## config.mk

```make
export PLATFORM = sky130hd
export DESIGN_NAME = scp_prescaler
export DESIGN_NICKNAME = d
export VERILOG_FILES = /design/src/include/scp_pkg.sv /design/src/design/scp_prescaler.sv
export VERILOG_INCLUDE_DIRS = /design/src /design/src/include
export SDC_FILE = /design/constraint.sdc
export NUM_CORES = 1
export LEC_CHECK = 0
export ABC_AREA = 1
export BUFFER_PORTS_ARGS = -buffer_cell sky130_fd_sc_hd__buf_2
export CAP_MARGIN = 30
export CORE_MARGIN = 10
export CORE_UTILIZATION = 55
export DETAILED_ROUTE_END_ITERATION = 16
export MAX_ROUTING_LAYER = met4
export PLACE_DENSITY = 0.85
export SLEW_MARGIN = 0
export SYNTH_ARGS = -nofsm -noshare
export SYNTH_HDL_FRONTEND = slang
export SYNTH_SLANG_ARGS = --single-unit
export TNS_END_PERCENT = 50
```

## constraint.sdc

```tcl
create_clock -name pclk -period 5.3 [get_ports pclk]
set_input_delay 1.06 -clock pclk [delete_from_list [all_inputs] [get_ports pclk]]
set_output_delay 1.06 -clock pclk [all_outputs]
set_load 0.02 [all_outputs]
```

## src/include/scp_cfg.svh

```systemverilog
// Constants of the system clock prescaler and trim block.
// Assumes a 32-bit APB slave where each register takes one aligned word.
`ifndef SCP_CFG_SVH
`define SCP_CFG_SVH
// ---------------------------------------------------------------
// Register indices; the byte address is four times the index.
// ---------------------------------------------------------------
`define SCP_IDX_PRESCALE 10'h061
`define SCP_IDX_TRIM 10'h066
`define SCP_IDX_EXTCLK 10'h070
// ---------------------------------------------------------------
// Field positions and values.
// ---------------------------------------------------------------
`define SCP_UNLOCK_BIT 7
`define SCP_UNLOCK_VAL 8'h80
`define SCP_EXT_BIT 0
`define SCP_SEL_RST 4'h0
`define SCP_SEL_DIV8 4'h3
`define SCP_CODE_MAX 4'h8
`define SCP_TRIM_RST 8'h00
// ---------------------------------------------------------------
// Timing counts in pclk cycles.
// ---------------------------------------------------------------
`define SCP_UNLOCK_CYCLES 3'd4
`define SCP_INIT_LOAD 2'd2
`endif

```

## src/include/scp_pkg.sv

```systemverilog
// Types shared by the system clock prescaler and trim block.
// Assumes the constants of scp_cfg.svh are included where needed.
package scp_pkg;
	// One-hot state of the prescale change unlock window.
	typedef enum logic [1:0] {
		SCP_LOCKED = 2'b01,
		SCP_OPEN = 2'b10
	} scp_state_t;
endpackage

```

## src/design/scp_prescaler.sv

```systemverilog
// System clock prescaler, clock output control and RC trim register.
// Assumes one 125 MHz pclk standing in for the undivided master clock;
// fuses and the factory trim value arrive as static pins.
// Behaviour
// [RL1] System clock at least four times timer oscillator
// [RL2] Enable bit selects external clock on timer pin
// [RL3] Clock-out fuse drives system clock on pin
// [RL4] Clock output carries the divided clock; at factor 1 the pin toggles at half the master rate instead
// [RL5] One divider slows cpu, flash, io clocks
// [RL6] Division change never makes a short period
// [RL7] New rate active after old then new period
// [RL8] Divider counts at master rate, state unreadable
// [RL9] Unlock is a write of exactly 0x80
// [RL10] Select written within four cycles after unlock
// [RL11] Software masks interrupts during the sequence
// [RL12] Unlock bit updated only when others zero
// [RL13] Unlock closes after four cycles or select write
// [RL14] Repeat unlock neither restarts nor clears window
// [RL15] Reset select is 0000, or 0011 with fuse
// [RL16] Any code writable after reset
// [RL17] Codes 0..8 divide by 1..256
// [RL18] Trim loads factory value at reset
// [RL19] Trim top bit selects oscillator range
// [RL20] Lower trim bits tune monotonically
// [RL21] Software keeps trim below 8.8 MHz for writes
// [RL22] Bits 6..4 read zero; reserved codes divide by 256
`timescale 1ns/1ps
`include "scp_cfg.svh"

module scp_prescaler
	import scp_pkg::*;
(
	input wire logic pclk,
	input wire logic presetn,
	input wire logic psel,
	input wire logic penable,
	input wire logic pwrite,
	input wire logic [11:0] paddr,
	input wire logic [31:0] pwdata,
	output logic [31:0] prdata,
	output logic pready,
	output logic pslverr,
	input wire logic clock_out_fuse,
	input wire logic divide_by_eight_fuse,
	input wire logic [7:0] rc_trim_factory,
	output logic cpu_clock_en,
	output logic flash_clock_en,
	output logic io_clock_en,
	output logic clock_out_pin,
	output logic clock_out_drive,
	output logic ext_clock_input_enable,
	output logic trim_range_bit,
	output logic [6:0] trim_tune
);

	// ---------------------------------------------------------------
	// Helpers
	// ---------------------------------------------------------------

	// Terminal count of the divider for a select code.
	function automatic logic [7:0] lim_of(input logic [3:0] code);
		logic [7:0] l;
		l = 8'hff;
		if (code <= `SCP_CODE_MAX) begin
			l = 8'((9'h001 << code) - 9'h001); // RL17
		end
		return l; // RL22
	endfunction

	// ---------------------------------------------------------------
	// Declarations
	// ---------------------------------------------------------------

	logic cof_s1, cof_s2; // Clock-out fuse synchroniser.
	logic d8f_s1, d8f_s2; // Divide-by-eight fuse synchroniser.
	logic [7:0] tf_s1, tf_s2; // Factory trim synchroniser.
	logic [1:0] init_cnt; // Counts edges after reset release.
	scp_state_t ustate; // Unlock window state.
	logic [2:0] ucnt; // Cycles left in the unlock window.
	logic [3:0] sel; // Stored division select code.
	logic [3:0] eff_code; // Code the divider actually uses.
	logic pending; // A new code waits for the period end.
	logic [7:0] cnt; // Divider count, never visible on the bus.
	logic [7:0] rc_trim; // Oscillator trim value.
	logic ext_en; // External clock enable bit.
	logic [7:0] lim;
	logic tick;
	logic [7:0] next_cnt;
	logic acc; // Access phase of a transfer.
	logic wr_pre, wr_trim, wr_ext;
	logic [9:0] idx;
	logic [7:0] wb;

	assign idx = paddr[11:2];
	assign wb = pwdata[7:0];
	assign acc = psel && penable && pready;
	assign wr_pre = acc && pwrite && idx == `SCP_IDX_PRESCALE;
	assign wr_trim = acc && pwrite && idx == `SCP_IDX_TRIM;
	assign wr_ext = acc && pwrite && idx == `SCP_IDX_EXTCLK;
	assign lim = lim_of(eff_code);
	assign tick = cnt == lim;
	assign next_cnt = tick ? 8'h00 : 8'(cnt + 8'h01);

	// ---------------------------------------------------------------
	// Synchronisers
	// ---------------------------------------------------------------

	// Fuse and factory pins are outside the clock domain.
	always_ff @(posedge pclk or negedge presetn) begin
		if (!presetn) begin
			cof_s1 <= 1'b0;
			cof_s2 <= 1'b0;
			d8f_s1 <= 1'b0;
			d8f_s2 <= 1'b0;
			tf_s1 <= `SCP_TRIM_RST;
			tf_s2 <= `SCP_TRIM_RST;
		end else begin
			cof_s1 <= clock_out_fuse;
			cof_s2 <= cof_s1;
			d8f_s1 <= divide_by_eight_fuse;
			d8f_s2 <= d8f_s1;
			tf_s1 <= rc_trim_factory;
			tf_s2 <= tf_s1;
		end
	end

	// Straps are caught once the synchronisers have filled.
	always_ff @(posedge pclk or negedge presetn) begin
		if (!presetn) begin
			init_cnt <= 2'd0;
		end else if (init_cnt != 2'd3) begin
			init_cnt <= 2'(init_cnt + 2'd1);
		end
	end

	// ---------------------------------------------------------------
	// Unlock window
	// ---------------------------------------------------------------

	// Only an exact 0x80 opens the window; a repeat leaves it alone.
	always_ff @(posedge pclk or negedge presetn) begin
		if (!presetn) begin
			ustate <= SCP_LOCKED;
			ucnt <= 3'd0;
		end else begin
			case (ustate)
				SCP_LOCKED: begin
					if (wr_pre && wb == `SCP_UNLOCK_VAL) begin // RL12
						ustate <= SCP_OPEN;
						ucnt <= 3'(`SCP_UNLOCK_CYCLES - 3'd1);
					end
				end
				SCP_OPEN: begin
					// A select write closes the window early.
					if (wr_pre && !wb[`SCP_UNLOCK_BIT]) begin // RL13
						ustate <= SCP_LOCKED;
					end else if (ucnt == 3'd0) begin // RL13
						ustate <= SCP_LOCKED;
					end else begin
						ucnt <= 3'(ucnt - 3'd1); // RL14
					end
				end
				default: begin
					ustate <= SCP_LOCKED;
				end
			endcase
		end
	end

	// ---------------------------------------------------------------
	// Division select
	// ---------------------------------------------------------------

	// The select field loads from the fuse, then only via the window.
	always_ff @(posedge pclk or negedge presetn) begin
		if (!presetn) begin
			sel <= `SCP_SEL_RST;
		end else if (init_cnt == `SCP_INIT_LOAD) begin
			sel <= d8f_s2 ? `SCP_SEL_DIV8 : `SCP_SEL_RST; // RL15
		end else if (wr_pre && ustate == SCP_OPEN && !wb[`SCP_UNLOCK_BIT]) begin
			sel <= wb[3:0]; // RL16
		end
	end

	// A new code waits for the running period to end, so the
	// switch period is never shorter than old or new one.
	always_ff @(posedge pclk or negedge presetn) begin
		if (!presetn) begin
			eff_code <= `SCP_SEL_RST;
			pending <= 1'b0;
		end else begin
			if (tick && pending) begin
				eff_code <= sel; // RL6 RL7
			end
			if (sel != eff_code && !(tick && pending)) begin
				pending <= 1'b1;
			end else if (tick) begin
				pending <= 1'b0;
			end
		end
	end

	// ---------------------------------------------------------------
	// Divider
	// ---------------------------------------------------------------

	// Counts at the master rate; its state is not on the bus.
	always_ff @(posedge pclk or negedge presetn) begin
		if (!presetn) begin
			cnt <= 8'h00;
		end else begin
			cnt <= next_cnt; // RL8
		end
	end

	// One enable pulse per divided period for all three domains.
	always_ff @(posedge pclk or negedge presetn) begin
		if (!presetn) begin
			cpu_clock_en <= 1'b0;
			flash_clock_en <= 1'b0;
			io_clock_en <= 1'b0;
		end else begin
			cpu_clock_en <= tick; // RL5
			flash_clock_en <= tick;
			io_clock_en <= tick;
		end
	end

	// Pin image of the divided clock; high for the first half.
	// At factor 1 it toggles, so it shows half the master rate.
	always_ff @(posedge pclk or negedge presetn) begin
		if (!presetn) begin
			clock_out_pin <= 1'b0;
		end else if (lim == 8'h00) begin
			clock_out_pin <= !clock_out_pin;
		end else begin
			clock_out_pin <= next_cnt <= (lim >> 1); // RL4
		end
	end

	// The fuse overrides the pin's normal function.
	always_ff @(posedge pclk or negedge presetn) begin
		if (!presetn) begin
			clock_out_drive <= 1'b0;
		end else begin
			clock_out_drive <= cof_s2; // RL3
		end
	end

	// ---------------------------------------------------------------
	// Trim and external clock registers
	// ---------------------------------------------------------------

	// Factory value loads after reset; software may retune.
	always_ff @(posedge pclk or negedge presetn) begin
		if (!presetn) begin
			rc_trim <= `SCP_TRIM_RST;
		end else if (init_cnt == `SCP_INIT_LOAD) begin
			rc_trim <= tf_s2; // RL18
		end else if (wr_trim) begin
			rc_trim <= wb;
		end
	end

	assign trim_range_bit = rc_trim[7]; // RL19
	assign trim_tune = rc_trim[6:0]; // RL20

	// Selects an external clock on the timer oscillator pin.
	always_ff @(posedge pclk or negedge presetn) begin
		if (!presetn) begin
			ext_en <= 1'b0;
		end else if (wr_ext) begin
			ext_en <= wb[`SCP_EXT_BIT]; // RL2
		end
	end

	assign ext_clock_input_enable = ext_en;

	// ---------------------------------------------------------------
	// APB slave
	// ---------------------------------------------------------------

	// Answer is prepared in setup, so access needs no wait.
	always_ff @(posedge pclk or negedge presetn) begin
		if (!presetn) begin
			pready <= 1'b0;
			pslverr <= 1'b0;
			prdata <= 32'h0000_0000;
		end else begin
			pready <= psel && !penable;
			pslverr <= 1'b0;
			prdata <= 32'h0000_0000;
			if (psel && !penable) begin
				case (idx)
					`SCP_IDX_PRESCALE: begin
						prdata[7] <= ustate == SCP_OPEN; // RL22
						prdata[3:0] <= sel;
					end
					`SCP_IDX_TRIM: begin
						prdata[7:0] <= rc_trim;
					end
					`SCP_IDX_EXTCLK: begin
						prdata[0] <= ext_en;
					end
					default: begin
						pslverr <= 1'b1;
					end
				endcase
			end
		end
	end
endmodule

```

==> impl_metrics.json <==
{
  "outcome": "completed",
  "ant_nets": 0,
  "grt_pass1_wl_um": 11890,
  "grt_remaining_overflow": 0,
  "cp_data_required_time_ns": 5.58,
  "synthArstFlopShare": 1.000,
  "r2r-start": "eff_code[2]",
  "cts_root_buf": "clkbuf_8",
  "syn_to_final_growth_pct": 12.37,
  "cts_tree": "yes",
  "synthAdderAreaFrac": 0.04873,
  "synth_edf_count": 0,
  "via_per_inst": 5.004,
  "cp-end-kind": "register",
  "synth_top_cell_by_area": "dfrtp_1",
  "hold_path.class": "register to register",
  "grt_util_met1": 0.1682,
  "coreArea_sq_um": 5921,
  "crit_fanout": 9,
  "synth-seq-area-share": 0.4951,
  "grt_antenna_before_repair": 0,
  "arrival_ns": 3.43,
  "grt_pass1_vias": 2623,
  "clk_latency_ns": 0.34,
  "fin_crit_sh": 0.5944,
  "synthesis.area_sq_um": 3338,
  "cts.sinks": 66,
  "drive_above_1_share": 0.1969,
  "rows": 28,
  "setup_viol": 0,
  "grt_max_degree": 67,
  "min_to": "tf_s2[2]",
  "synthCells": 387,
  "grt_setup_unrepaired": "no",
  "multi_input_area_sq_um": 1351,
  "reg2reg_slack_ns": 2.15,
  "slew_violations": 0,
  "post-route-drc-count": 0,
  "dp_hpwl_um": 5420,
  "top_usage_layer": "met2",
  "antennaDiodeCount": 0,
  "fmaxAchievable_mhz": 317.4,
  "maxCapViolations": 0,
  "r2r_end": "clock_out_pin",
  "yosysWarnings": 0,
  "synth_top_family_by_area": "simple AND/OR/NAND/NOR gates",
  "use_met3": 0.04228,
  "io_buffers": 56,
  "worstSetupStartpointType": "register",
  "layout.nets": 520,
  "synthMuxAreaShare": 0,
  "synth_top_area_share": 0.4873,
  "initialDrtViolationCount": 154,
  "cts-buffers-inserted": 9,
  "synth_compound_area_frac": 0.06409,
  "postCtsSetupBuffers": 0,
  "synth-seq-cells": 66,
  "die_h_um": 97.91,
  "tightest_slew_ns": 0.7925,
  "drt-total-wl_um": 7078,
  "dieWidth_um": 97.91,
  "track_usage": 0.1520,
  "reg2reg_depth": 23,
  "yosysMostFrequentCell": "nand2_1",
  "dr.pass1.iters": 5,
  "gp_congestion": 0.8543,
  "cts_resized": 0,
  "postLayoutCellArea_sq_um": 3751,
  "synth-xor-area-share": 0.02361,
  "ff_latch_area_sq_um": 1653,
  "dpl-instance-area_sq_um": 3583,
  "fin_crit_ns": 3.150,
  "wl_per_cell_um": 13.43,
  "vdd.ir_drop.worst_v": 0.0001929,
  "vias": 2637,
  "hp-start": "tf_s1[2]",
  "finalHoldViolCount": 0,
  "synth_common_cells": "nand2_1, dfrtp_1, inv_1",
  "syn_area_per_cell_sq_um": 8.626,
  "utilization": 0.6336,
  "die_area_sq_um": 9585,
  "skew_ns": 0.009544,
  "htreeDepth": 3,
  "clockBufferDepth": 2,
  "synthSimpleGateAreaFrac": 0.2414,
  "ys_types": 35,
  "synth-main-ff-cell": "dfrtp_1",
  "setup_tns_ns": 0,
  "whs_path_depth": 0,
  "grtUsageMet2": 0.2548,
  "holdWs_ns": 0.3498,
  "clk_pin_slew_worst_paths_ns": 0.07,
  "crit_type": "register to register",
  "io_pins": 107,
  "p_leak_nw": 2.061,
  "start_util": 0.5638,
  "relSlewSlack": 0.4717,
  "yosys-top-cells-area": "dfrtp_1, nand2_1, buf_4",
  "pwr_density_cell_nw_per_um2": 261.5,
  "cts_hold_buf": 0,
  "fillers": 486
}
worst max-delay path, cell delays in order (launching register included):
cell	delay (ns)
dfrtp_1	0.57
nor2_8	0.21
nand2_2	0.10
ha_1	0.26
inv_1	0.09
nand4_1	0.14
nand4_1	0.13
nand2_1	0.09
nor2_4	0.19
nand2_2	0.11
inv_4	0.12
nor2_1	0.07
ha_1	0.31
inv_1	0.06
nor2_1	0.04
o21bai_1	0.11
nand2_1	0.06
nand2_1	0.06
nand2_1	0.05
nand2_1	0.05
nand2_1	0.04
a21oi_1	0.11
nand2_1	0.07
nand2_1	0.05
power by group:
group          total (W)  internal (W)  leakage (nW)  switching (W)
clock           0.000359      0.000168        0.0854       0.000191
sequential      0.000530      0.000519         0.786      0.0000112
combinational  0.0000918     0.0000272          1.19      0.0000646
total           0.000981      0.000714          2.06       0.000267
worst max-delay path by stage:
stage                 from             to
5_1_grt        eff_code[2]  clock_out_pin
3_3_place_gp   eff_code[2]  clock_out_pin
3_5_place_dp   eff_code[2]  clock_out_pin
2_1_floorplan  eff_code[0]  clock_out_pin
4_1_cts        eff_code[2]  clock_out_pin
6_report       eff_code[2]  clock_out_pin
per-stage QoR:
stage / instances / power [W] / setup slack, ns
after detailed placement: 512 / 0.0006304 / 2.202
after global placement: 512 / 0.0006268 / 2.259
after floorplan: 410 / 0.0006070 / 2.625
final: 527 / 0.0009809 / 2.150
after global routing: 527 / 0.001026 / 1.828
after CTS: 527 / 0.0009870 / 2.174
final cells by class:
class | count | share of cell area
multi-input combinational | 262 | 0.3602
clock inverter | 6 | 0.01167
sequential | 66 | 0.4406
inverter | 52 | 0.05270
tap | 75 | 0.02502
timing repair buffer | 57 | 0.07672
clock buffer | 9 | 0.03302
cell families (layout without fill, tap and decap cells):
| group | count (synthesis) | in the layout |
|---|---|---|
| compound gates | 37 | 37 |
| xor+xnor | 9 | 9 |
| fa+ha+maj | 13 | 13 |
| buf+inv | 82 | 124 |
| flops | 66 | 66 |
| other cells | 1 | 24 |
| simple gates | 179 | 179 |
registers in the layout, indices dropped and copies added (netlist names), 2 cells and up:
| name | count |
|---|---|
| cnt | 8 |
| eff_code | 4 |
| init_cnt | 2 |
| prdata | 8 |
| rc_trim | 8 |
| sel | 4 |
| tf_s1 | 8 |
| tf_s2 | 8 |
| ucnt | 3 |
| ustate | 2 |
metal layers:
metal,vias to the layer above,wire (um)
li1,1308,-
met1,1234,2880
met2,86,3709
met3,9,405
met4,0,84
met5,-,0
placed cells by master, fill, tap and decap left out, types with 3 or more instances in the layout:
| master | netlist | final |
|---|---|---|
| xor2_1 | 5 | 5 |
| o21ai_0 | 15 | 15 |
| dfrtp_1 | 65 | 65 |
| buf_2 | 1 | 56 |
| nand4_1 | 11 | 11 |
| ha_1 | 13 | 13 |
| conb_1 | 1 | 24 |
| a31oi_1 | 4 | 4 |
| nand2_1 | 94 | 94 |
| nand3_1 | 23 | 23 |
| nand2_2 | 4 | 4 |
| a21oi_1 | 11 | 11 |
| nor2_1 | 34 | 34 |
| clkbuf_8 | 0 | 9 |
| nor2_4 | 3 | 3 |
| inv_2 | 4 | 4 |
| xnor2_1 | 4 | 4 |
| inv_1 | 47 | 47 |
(Power assumes the default switching activity.)
